<file path="config.mk">
export PLATFORM = sky130hd
export DESIGN_NAME = async_serial_adapter
export DESIGN_NICKNAME = d
export VERILOG_FILES = /design/src/pin_sync.v /design/src/async_serial_adapter.v
export VERILOG_INCLUDE_DIRS = /design/src
export SDC_FILE = /design/constraint.sdc
export NUM_CORES = 1
export LEC_CHECK = 0
export BUFFER_PORTS_ARGS = -buffer_cell sky130_fd_sc_hd__buf_2
export CAP_MARGIN = 20
export CORE_MARGIN = 1
export CORE_UTILIZATION = 60
export DETAILED_ROUTE_END_ITERATION = 6
export MAX_ROUTING_LAYER = met4
export PLACE_DENSITY_LB_ADDON = 0.05
export SYNTH_ARGS = -nofsm -noshare
export SYNTH_HDL_FRONTEND = slang
export SYNTH_SLANG_ARGS = --single-unit
</file>
<file path="constraint.sdc">
create_clock -name mclk -period 6.9 [get_ports mclk]
set_clock_uncertainty 0.1 [all_clocks]
set_input_delay 2.07 -clock mclk [delete_from_list [all_inputs] [get_ports mclk]]
set_output_delay 2.07 -clock mclk [all_outputs]
set_load 0.03 [all_outputs]
</file>
<file path="src/async_serial_map.vh">
// register indices, field positions, encodings and timing counts of the serial adapter
// assumes inclusion by the adapter design file alone; definitions only
`ifndef ASYNC_SERIAL_MAP_VH
`define ASYNC_SERIAL_MAP_VH
// ==========================================================
// register select codes
`define REG_DATA 2'h0
`define REG_STATUS 2'h1
`define REG_COMMAND 2'h2
`define REG_CONTROL 2'h3
// ==========================================================
// line_status bits
`define ST_PE 0
`define ST_FE 1
`define ST_OVR 2
`define ST_RXF 3
`define ST_TXE 4
`define ST_DCD 5
`define ST_DSR 6
`define ST_IRQ 7
// ==========================================================
// frame_format_control fields
`define CT_RATE 3:0
`define CT_RXSRC 4
`define CT_WLEN 6:5
`define CT_STOP 7
// ==========================================================
// modem_command fields and encodings
`define CM_DTR 0
`define CM_RXOFF 1
`define CM_TXC 3:2
`define CM_ECHO 4
`define CM_PEN 5
`define CM_PTYPE 7:6
`define TXC_RTS_HI 2'h0
`define TXC_IRQ 2'h1
`define TXC_BREAK 2'h3
`define PAR_ODD 2'h0
`define PAR_EVEN 2'h1
`define PAR_MARK 2'h2
`define WLEN_5 2'h3
`define WLEN_8 2'h0
// ==========================================================
// reset values
`define CONTROL_RST 8'h00
`define COMMAND_RST 8'h00
// ==========================================================
// rate generator divisors of the crystal input
`define DIV_EXT 16'h0010
`define DIV_1 16'h9000
`define DIV_2 16'h6000
`define DIV_3 16'h4180
`define DIV_4 16'h3580
`define DIV_5 16'h3000
`define DIV_6 16'h1800
`define DIV_7 16'h0c00
`define DIV_8 16'h0600
`define DIV_9 16'h0400
`define DIV_10 16'h0300
`define DIV_11 16'h0200
`define DIV_12 16'h0180
`define DIV_13 16'h0100
`define DIV_14 16'h00c0
`define DIV_15 16'h0060
// ==========================================================
// oversample tick counts (16 ticks per bit)
`define T_BIT_END 6'h0f
`define T_START_MID 6'h07
`define T_HALF 8'h01
`define TX_STOP_1 6'h10
`define TX_STOP_15 6'h18
`define TX_STOP_2 6'h20
`define RX_STOP_SAMPLE 6'h10
`define RX_END_15 6'h1c
`define RX_END_2 6'h20
`endif

</file>
<file path="src/pin_sync.v">
// two-stage synchroniser with rising and any-change pulses
// assumes an asynchronous pin input and one system clock
`timescale 1ns/1ps
module pin_sync #(
   parameter INIT = 1'b1
) (
   input wire mclk,
   input wire rst,
   input wire pin,
   output reg level,
   output wire rise,
   output wire change
);
   reg meta;
   reg last;

   // only the second stage looks at meta
   always @(posedge mclk or posedge rst) begin
      if (rst) begin
         meta <= INIT;
         level <= INIT;
         last <= INIT;
      end else begin
         meta <= pin;
         level <= meta;
         last <= level;
      end
   end

   assign rise = level & ~last;
   assign change = level ^ last;
endmodule

</file>
<file path="src/async_serial_adapter.v">
// serial adapter: rate generator, transmitter, receiver, echo, modem lines, registers
// assumes a register port on mclk and asynchronous serial and modem pins
`timescale 1ns/1ps
`include "async_serial_map.vh"
module async_serial_adapter (
   input wire mclk,
   input wire rst,
   input wire [1:0] reg_addr,
   input wire reg_wr,
   input wire reg_rd,
   input wire [7:0] reg_wdata,
   output reg [7:0] reg_rdata,
   output reg irq_n,
   input wire crystal_input,
   input wire receive_clock_pin,
   output reg rx_clk_out,
   output reg rx_clk_oe,
   input wire rxd,
   output reg txd,
   output reg rts_n,
   input wire cts_n,
   output reg dtr_n,
   input wire dcd_n,
   input wire dsr_n
);
   localparam TX_IDLE = 3'h0, TX_START = 3'h1, TX_DATA = 3'h2, TX_PAR = 3'h3, TX_STOP = 3'h4, TX_BRK = 3'h5;
   localparam RX_IDLE = 3'h0, RX_START = 3'h1, RX_DATA = 3'h2, RX_PAR = 3'h3, RX_STOP = 3'h4, RX_BRK = 3'h5;

   reg [7:0] control;
   reg [7:0] command;
   wire xtal_rise, rxc_rise, rxd_s, cts_s, dcd_s, dsr_s;

   // ==========================================================
   // pin synchronisers
   pin_sync #(.INIT(1'b0)) u_xtal (.mclk(mclk), .rst(rst), .pin(crystal_input), .level(), .rise(xtal_rise),
      .change());
   pin_sync #(.INIT(1'b0)) u_rxc (.mclk(mclk), .rst(rst), .pin(receive_clock_pin), .level(), .rise(rxc_rise),
      .change());
   // idle-high pins keep the default reset level
   pin_sync u_rxd (.mclk(mclk), .rst(rst), .pin(rxd), .level(rxd_s), .rise(), .change());
   pin_sync u_cts (.mclk(mclk), .rst(rst), .pin(cts_n), .level(cts_s), .rise(), .change());
   pin_sync u_dcd (.mclk(mclk), .rst(rst), .pin(dcd_n), .level(dcd_s), .rise(), .change());
   pin_sync u_dsr (.mclk(mclk), .rst(rst), .pin(dsr_n), .level(dsr_s), .rise(), .change());

   // ==========================================================
   // decoded configuration
   wire enabled = command[`CM_DTR];
   wire [1:0] txc = command[`CM_TXC];
   wire echo = command[`CM_ECHO];
   wire par_en = command[`CM_PEN];
   wire [1:0] ptype = command[`CM_PTYPE];
   wire [1:0] wlen = control[`CT_WLEN];
   wire [2:0] last_bit = 3'h7 - {1'b0, wlen};
   wire [7:0] data_mask = 8'hff >> wlen;
   wire half_stop = control[`CT_STOP] && wlen == `WLEN_5 && !par_en;
   wire one_stop = !control[`CT_STOP] || (wlen == `WLEN_8 && par_en);
   wire [5:0] tx_stop_len = one_stop ? `TX_STOP_1 : (half_stop ? `TX_STOP_15 : `TX_STOP_2);
   wire [5:0] rx_end = one_stop ? `RX_STOP_SAMPLE : (half_stop ? `RX_END_15 : `RX_END_2);
   wire break_sel = txc == `TXC_BREAK;
   wire rd_data = reg_rd && reg_addr == `REG_DATA;
   wire rd_status = reg_rd && reg_addr == `REG_STATUS;
   wire wr_data = reg_wr && reg_addr == `REG_DATA;

   // ==========================================================
   // rate generator, 16x ticks
   reg [15:0] divisor;
   reg [11:0] brg_cnt;
   reg tx_tick;
   always @* begin
      case (control[`CT_RATE])
         4'h1: divisor = `DIV_1;
         4'h2: divisor = `DIV_2;
         4'h3: divisor = `DIV_3;
         4'h4: divisor = `DIV_4;
         4'h5: divisor = `DIV_5;
         4'h6: divisor = `DIV_6;
         4'h7: divisor = `DIV_7;
         4'h8: divisor = `DIV_8;
         4'h9: divisor = `DIV_9;
         4'ha: divisor = `DIV_10;
         4'hb: divisor = `DIV_11;
         4'hc: divisor = `DIV_12;
         4'hd: divisor = `DIV_13;
         4'he: divisor = `DIV_14;
         4'hf: divisor = `DIV_15;
         default: divisor = `DIV_EXT;
      endcase
   end
   wire [11:0] brg_reload = divisor[15:4] - 12'h001;

   always @(posedge mclk or posedge rst) begin
      if (rst) begin
         brg_cnt <= 12'h000;
         tx_tick <= 1'b0;
      end else begin
         tx_tick <= 1'b0;
         if (xtal_rise) begin
            if (brg_cnt == 12'h000) begin
               brg_cnt <= brg_reload;
               tx_tick <= 1'b1;
            end else begin
               brg_cnt <= brg_cnt - 12'h001;
            end
         end
      end
   end
   // receive clock pin carries one mclk pulse per 16x tick when driven
   wire rx_tick = control[`CT_RXSRC] ? tx_tick : rxc_rise;

   // ==========================================================
   // transmitter
   reg [2:0] tx_state;
   reg [5:0] tx_cnt;
   reg [2:0] tx_bit;
   reg [7:0] tx_hold;
   reg [7:0] tx_shift;
   reg tx_par;
   reg tx_empty;
   reg tx_blank;
   reg tx_event;
   wire [7:0] hold_masked = tx_hold & data_mask;
   wire hold_ready = enabled && !tx_empty && !wr_data && !break_sel;
   reg next_par;
   always @* begin
      case (ptype)
         `PAR_ODD: next_par = ~^hold_masked;
         `PAR_EVEN: next_par = ^hold_masked;
         `PAR_MARK: next_par = 1'b1;
         default: next_par = 1'b0;
      endcase
   end

   always @(posedge mclk or posedge rst) begin
      if (rst) begin
         tx_state <= TX_IDLE;
         tx_cnt <= 6'h00;
         tx_bit <= 3'h0;
         tx_hold <= 8'h00;
         tx_shift <= 8'hff;
         tx_par <= 1'b1;
         tx_empty <= 1'b1;
         tx_blank <= 1'b1;
         tx_event <= 1'b0;
      end else begin
         tx_event <= 1'b0;
         if (wr_data) begin
            tx_hold <= reg_wdata;
            tx_empty <= 1'b0;
         end
         if (tx_tick) begin
            tx_cnt <= tx_cnt + 6'h01;
            case (tx_state)
               TX_IDLE: begin
                  tx_cnt <= 6'h00;
                  if (hold_ready) begin
                     tx_shift <= hold_masked;
                     tx_par <= next_par;
                     tx_empty <= 1'b1;
                     tx_blank <= 1'b0;
                     tx_event <= 1'b1;
                     tx_state <= TX_START;
                  end else if (break_sel && tx_empty) begin
                     tx_state <= TX_BRK;
                  end
               end
               TX_START: begin
                  if (tx_blank && hold_ready) begin
                     tx_shift <= hold_masked;
                     tx_par <= next_par;
                     tx_empty <= 1'b1;
                     tx_blank <= 1'b0;
                     tx_event <= 1'b1;
                     tx_cnt <= 6'h00;
                  end else if (tx_cnt == `T_BIT_END) begin
                     tx_cnt <= 6'h00;
                     tx_bit <= 3'h0;
                     tx_state <= TX_DATA;
                  end
               end
               TX_DATA: begin
                  if (tx_cnt == `T_BIT_END) begin
                     tx_cnt <= 6'h00;
                     tx_shift <= {1'b1, tx_shift[7:1]};
                     tx_bit <= tx_bit + 3'h1;
                     if (tx_bit == last_bit) begin
                        tx_state <= par_en ? TX_PAR : TX_STOP;
                     end
                  end
               end
               TX_PAR: begin
                  if (tx_cnt == `T_BIT_END) begin
                     tx_cnt <= 6'h00;
                     tx_state <= TX_STOP;
                  end
               end
               TX_STOP: begin
                  if (tx_cnt == tx_stop_len - 6'h01) begin
                     tx_cnt <= 6'h00;
                     if (hold_ready) begin
                        tx_shift <= hold_masked;
                        tx_par <= next_par;
                        tx_empty <= 1'b1;
                        tx_blank <= 1'b0;
                        tx_event <= 1'b1;
                        tx_state <= TX_START;
                     end else if (break_sel && tx_empty) begin
                        tx_state <= TX_BRK;
                     end else if (enabled) begin
                        // idle frame keeps the interrupt cadence with the line at mark
                        tx_blank <= 1'b1;
                        tx_event <= 1'b1;
                        tx_state <= TX_START;
                     end else begin
                        tx_state <= TX_IDLE;
                     end
                  end
               end
               TX_BRK: begin
                  tx_cnt <= 6'h00;
                  if (!break_sel) begin
                     tx_blank <= 1'b1;
                     tx_state <= TX_STOP;
                  end
               end
               default: tx_state <= TX_IDLE;
            endcase
         end
      end
   end

   // ==========================================================
   // receiver
   reg [2:0] rx_state;
   reg [5:0] rx_cnt;
   reg [2:0] rx_bit;
   reg [7:0] rx_shift;
   reg [7:0] rx_hold;
   reg rx_par;
   reg stop_ok;
   reg rx_full;
   reg overrun;
   reg frame_err;
   reg par_err;
   reg rx_event;
   reg echo_mute;
   reg [7:0] echo_line;
   wire [7:0] rx_word = rx_shift >> wlen;
   wire par_bad = par_en && !ptype[1] && ((^rx_word ^ rx_par) != (ptype == `PAR_ODD));
   wire rx_done = rx_tick && rx_state == RX_STOP && rx_cnt == rx_end - 6'h01;
   wire stop_good = stop_ok && rxd_s;

   always @(posedge mclk or posedge rst) begin
      if (rst) begin
         rx_state <= RX_IDLE;
         rx_cnt <= 6'h00;
         rx_bit <= 3'h0;
         rx_shift <= 8'h00;
         rx_hold <= 8'h00;
         rx_par <= 1'b0;
         stop_ok <= 1'b1;
         rx_full <= 1'b0;
         overrun <= 1'b0;
         frame_err <= 1'b0;
         par_err <= 1'b0;
         rx_event <= 1'b0;
         echo_mute <= 1'b0;
         echo_line <= 8'hff;
      end else begin
         rx_event <= 1'b0;
         if (rd_data) begin
            rx_full <= 1'b0;
            overrun <= 1'b0;
         end
         if (rx_tick) begin
            echo_line <= {echo_line[6:0], rxd_s};
            rx_cnt <= rx_cnt + 6'h01;
            case (rx_state)
               RX_IDLE: begin
                  rx_cnt <= 6'h00;
                  if (!rxd_s && enabled) begin
                     rx_state <= RX_START;
                     if (!rx_full) begin
                        echo_mute <= 1'b0;
                     end
                  end
               end
               RX_START: begin
                  if (rx_cnt == `T_START_MID) begin
                     rx_cnt <= 6'h00;
                     rx_bit <= 3'h0;
                     rx_state <= rxd_s ? RX_IDLE : RX_DATA;
                  end
               end
               RX_DATA: begin
                  if (rx_cnt == `T_BIT_END) begin
                     rx_cnt <= 6'h00;
                     rx_shift <= {rxd_s, rx_shift[7:1]};
                     rx_bit <= rx_bit + 3'h1;
                     if (rx_bit == last_bit) begin
                        rx_state <= par_en ? RX_PAR : RX_STOP;
                     end
                  end
               end
               RX_PAR: begin
                  if (rx_cnt == `T_BIT_END) begin
                     rx_cnt <= 6'h00;
                     rx_par <= rxd_s;
                     stop_ok <= 1'b1;
                     rx_state <= RX_STOP;
                  end
               end
               RX_STOP: begin
                  if (rx_cnt == `RX_STOP_SAMPLE - 6'h01) begin
                     stop_ok <= rxd_s;
                  end
                  if (rx_done) begin
                     rx_event <= 1'b1;
                     if (rx_full && !rd_data) begin
                        overrun <= 1'b1;
                        echo_mute <= 1'b1;
                     end else begin
                        rx_hold <= rx_word;
                        rx_full <= 1'b1;
                        frame_err <= !stop_good;
                        par_err <= par_bad;
                     end
                     stop_ok <= 1'b1;
                     rx_state <= stop_good ? RX_IDLE : RX_BRK;
                  end
               end
               RX_BRK: begin
                  rx_cnt <= 6'h00;
                  if (rxd_s) begin
                     rx_state <= RX_IDLE;
                  end
               end
               default: rx_state <= RX_IDLE;
            endcase
         end
      end
   end

   // ==========================================================
   // modem lines, interrupt and registers
   reg dcd_stat;
   reg dsr_stat;
   reg modem_hold;
   reg irq;
   wire modem_diff = !modem_hold && (dcd_s != dcd_stat || dsr_s != dsr_stat);
   wire tx_irq_ev = tx_event && enabled && txc == `TXC_IRQ && !echo;
   wire rx_irq_ev = rx_event && enabled && !command[`CM_RXOFF];
   wire modem_ev = modem_diff && enabled;
   // set wins over the read clear; error flags feed no event
   wire next_irq = tx_irq_ev || rx_irq_ev || modem_ev || (irq && !rd_status);
   wire [7:0] status = {irq, dsr_stat, dcd_stat, tx_empty && !cts_s, rx_full, overrun, frame_err, par_err};
   reg next_txd;
   always @* begin
      next_txd = 1'b1;
      if (echo) begin
         next_txd = echo_mute ? 1'b1 : echo_line[7];
      end else begin
         case (tx_state)
            TX_START: next_txd = tx_blank;
            // blank frames leave stale shift and parity bits behind; keep mark
            TX_DATA: next_txd = tx_shift[0] | tx_blank;
            TX_PAR: next_txd = tx_par | tx_blank;
            TX_BRK: next_txd = 1'b0;
            default: next_txd = 1'b1;
         endcase
      end
      if (cts_s) begin
         next_txd = 1'b1;
      end
   end

   always @(posedge mclk or posedge rst) begin
      if (rst) begin
         control <= `CONTROL_RST;
         command <= `COMMAND_RST;
         dcd_stat <= 1'b1;
         dsr_stat <= 1'b1;
         modem_hold <= 1'b0;
         irq <= 1'b0;
         irq_n <= 1'b1;
         reg_rdata <= 8'h00;
         txd <= 1'b1;
         rts_n <= 1'b1;
         dtr_n <= 1'b1;
         rx_clk_out <= 1'b0;
         rx_clk_oe <= 1'b0;
      end else begin
         if (reg_wr && reg_addr == `REG_CONTROL) begin
            control <= reg_wdata;
         end
         if (reg_wr && reg_addr == `REG_COMMAND) begin
            command <= reg_wdata;
         end
         // disabled: levels follow the pins with no lock and no interrupt
         if (modem_diff || !enabled) begin
            dcd_stat <= dcd_s;
            dsr_stat <= dsr_s;
         end
         // a change landing on the status read locks again: set wins
         if (modem_ev) begin
            modem_hold <= 1'b1;
         end else if (rd_status) begin
            modem_hold <= 1'b0;
         end
         irq <= next_irq;
         irq_n <= !next_irq;
         if (reg_rd) begin
            case (reg_addr)
               `REG_DATA: reg_rdata <= rx_hold;
               `REG_STATUS: reg_rdata <= status;
               `REG_COMMAND: reg_rdata <= command;
               default: reg_rdata <= control;
            endcase
         end
         txd <= next_txd;
         rts_n <= !echo && txc == `TXC_RTS_HI;
         dtr_n <= !enabled;
         rx_clk_out <= tx_tick && control[`CT_RXSRC];
         rx_clk_oe <= control[`CT_RXSRC];
      end
   end
endmodule

</file>
==> results list <==
- For the final routed database, the setup TNS stands at 0 ns.
* EDFF count, synth: 0
- The worst path uses around 57% of the clock period.
- In the final layout, the share of cells above drive strength 1 is between 20% and 30%.
- The number of gates resized after CTS was 0.
- Maximum clock path buffer count: 2
* Die height: between 100 and 150 um
* Rel. slew slack: approximately 25%
- Endpoint class of the critical path: register
- Worst Hold Path Cells: 0
* Overall routed net length: 17.0 mm
* Number of nets with antenna violations after routing: 0
- For this run, the number of Yosys warnings is 0.
- Post-CTS Hold Buffers: 0
- The top cell types in the final layout, fill and taps aside, are sky130_fd_sc_hd__nand2_1, sky130_fd_sc_hd__dfrtp_1, sky130_fd_sc_hd__mux2_2.
- Longest individual stage delay on the worst path: ~0.63 ns
- Starting utilization of the core area: 61.7%
* Xor and xnor area share after synthesis: between 3 and 4%
- Summing the areas of all fa, ha and maj instances in the mapped netlist gives 1.68% of the synthesized area.
* Worst min path class: register to register
- DR DRC count: 0
- CTS saw around 140 sinks.
- Measured along the x axis, the die boundary spans around 110 um.
* Static leakage: between 3 and 4 nW
* Pin count of the biggest net entering global routing: 80
- The number of global-route vias before repair came to approximately 5,500.
- TritonCTS created 17 clock buffers.
- In this run the power density over the cells is about 320 mW/mm^2.
- Setup repair bufs after CTS: 0
- Detail-routed net length per standard cell: ~18 um
- Shortest period the worst path allows: 3.94 ns
- Net count after synthesis: roughly 760
- The H-tree was split into 4 levels.
- The setup path with the least slack is of type input pin to register.
- Summing the sequential cell areas from Yosys gives a little under half of the chip area.
* Area growth from synthesis to layout: 12.0%
- The die covers between 0.01 and 0.015 sq mm.
- Gate count after technology mapping: 727
* Sum of internal, switching and leakage power: ~2.7 mW
- Flip-flop and latch count after synthesis: ~140
- Cells on worst reg2reg path: 11
- Clock latency on the worst-skew pair: 0.42 ns
- Row generation in the floorplan step produced 40 rows.
* Most common cell after layout, fill and taps aside: sky130_fd_sc_hd__nand2_1
- Sequence of cells on the critical path: buf_2 -> or3b_1 -> nand4_1 -> a21oi_1 -> o211a_1 -> or4b_1 -> o221ai_1
- Cell at the root of the clock tree: sky130_fd_sc_hd__clkbuf_16
- The critical path runs through a total of 7 cells.
- Count of pins over their slew limit: 0
- Boundary Pins: 34
- By area, the combinational part of the netlist is dominated by simple AND/OR/NAND/NOR gates.
* Slowest stage cell on the critical path: sky130_fd_sc_hd__or3b_1
- Post-DR vias/cell: about 6
* Wire length of the first global-routing pass: approximately 28 mm
- Max-cap violations in this run came to 0.
* Total global routing overflow: 0
- Port buffer count: 33
* First drt pass iteration count: 6
- For the pin with the worst max-slew slack, the measured transition is ~1.1 ns.
- For this run, the leading register cell type out of synthesis is sky130_fd_sc_hd__dfrtp_1.
- Buf/Inv on CP: 1
- The number of endpoints with negative hold slack in the final report is 0.
- Unrepaired setup endpoints after global routing: false
- Worst vdd ir: 214 uV
- Status: finished clean
- After synthesis, the share of flip-flops with an asynchronous set or reset is 100%.
* Cell type group with the largest total delay on the critical path: simple AND/OR/NAND/NOR gates
- STA puts the critical path data required time at slightly above 7 ns.
- TritonCTS built the clock tree.
- Post-synthesis mux area share: approximately 13%
- The number of different library cells used by synthesis comes to 83.
* Clock transition at the registers of the reported paths: about 0.060 ns
- Share of the synthesized area in compound gates (AO/OA/AOI/OAI): between 10% and 20%
- Of all nets on the critical path, the largest fanout is 14.
- At the end of the flow, the number of nets in the layout was about 800.
- Routability Congestion: just over 0.9
- Simple-Gate Fraction of Synth Area: 18.1%
- Floorplan Core Area: approximately 0.012 sq mm
- For this run, the total global-route usage over all layers was measured as between 20 and 30%.
- Antenna violations before repair: 3
- The cell area that synthesis handed to floorplanning was between 0.007 and 0.008 sq mm.
- For this run, the top clock speed supported by timing is between 200 and 300 MHz.
* Kind of launch point of the worst setup path: input pin
- Data arrival time of the critical path: ~4.2 ns
* Number of failing setup endpoints in the final timing report: 0
- Each instance of the synthesized netlist takes up on average ~10 sq um.
- The detailed router finished its first iteration with roughly 600 violations.
* DP HPWL: between 10 and 15 mm
- The detailed router placed between 5,000 and 6,000 vias in this run.
## cell usage after synthesis (13+ instances only)
cell                         n  area share, %
sky130_fd_sc_hd__nor2_1     39            2.0
sky130_fd_sc_hd__mux2_2     46            7.0
sky130_fd_sc_hd__o21ai_0    30            2.0
sky130_fd_sc_hd__nand3_1    13           0.87
sky130_fd_sc_hd__xor2_1     13            1.5
sky130_fd_sc_hd__dfrtp_1   103             35
sky130_fd_sc_hd__nand2_1   116            5.9
sky130_fd_sc_hd__nor3_1     17            1.1
sky130_fd_sc_hd__inv_1      23            1.2
sky130_fd_sc_hd__dfstp_2    34             12
sky130_fd_sc_hd__mux2i_1    13            1.7
sky130_fd_sc_hd__xnor2_1    13            1.5
sky130_fd_sc_hd__nor2b_1    13            1.1
sky130_fd_sc_hd__clkbuf_1   22            1.1
sky130_fd_sc_hd__a21oi_1    38            2.6
## cell type report
class,count,area (sq um)
multi-input cells,530,3720
well taps,168,210
inverters,24,95.1
fillers,914,3730
flip-flops and latches,137,3470
diodes,3,7.51
repair buffers,37,195
clock buffers,18,439
clock inverters,14,194
## power by group
part	leakage, nW	internal (mW)	switching, mW
registers	1.65	0.952	0.189
logic	1.70	0.247	0.313
clock network	0.307	0.616	0.356
total	3.66	1.82	0.859
## worst paths after layout
check                                       start                endpoint  slack (ns)
setup / recovery                      reg_addr[1]   tx_cnt[4]$_DFFE_PP0P_        2.96
setup reg to reg           brg_cnt[5]$_DFFE_PP0P_  brg_cnt[4]$_DFFE_PP0P_        3.46
hold / removal               u_rxc.meta$_DFF_PP0_   u_rxc.level$_DFF_PP0_        0.25
max in group asynchronous                     rst           irq$_DFF_PP0_        3.85
min in group asynchronous                     rst    u_rxc.meta$_DFF_PP0_        1.66
hold reg to reg              u_rxc.meta$_DFF_PP0_   u_rxc.level$_DFF_PP0_        0.25
## sequential cells by signal, summed over array words and instances, names as in the netlist, 3 cells and up
name	cells
tx_bit	3
control	8
tx_shift	8
command	8
rx_hold	8
tx_hold	8
brg_cnt	12
rx_shift	8
echo_line	8
tx_state	3
rx_cnt	6
rx_state	3
rx_bit	3
reg_rdata	8
tx_cnt	6
## stage by stage
step           utilization, %  hold WS [ns]  setup WS [ns]  instance area [sq um]  std cells
3_5_place_dp             63.7         0.237           2.54                   7690        896
2_1_floorplan               -         0.231           1.12                   7440        727
4_1_cts                  69.0         0.250           2.97                   8320        928
6_report                 69.1         0.247           2.96                   8330        931
3_3_place_gp             63.7         0.232           2.60                   7690        896
5_1_grt                  69.1         0.261           2.81                   8330        931
## metal layers
layer	global-route usage [%]	vias to the layer above	share of wire [%]
met5	-	-	0
met4	11.8	0	1.9
met3	7.39	31	5.7
met2	44.1	161	47
met1	39.4	2832	45
li1	-	2679	-
## logic make-up after synthesis
kind of cell | Yosys count
multiplexers | 75
flip-flops | 137
buffers and inverters | 60
AO/OA/AOI/OAI | 151
XOR/XNOR | 27
adder cells (fa/ha/maj) | 10
AND/OR/NAND/NOR | 267
Note: power is estimated with default switching activity, not from simulation.
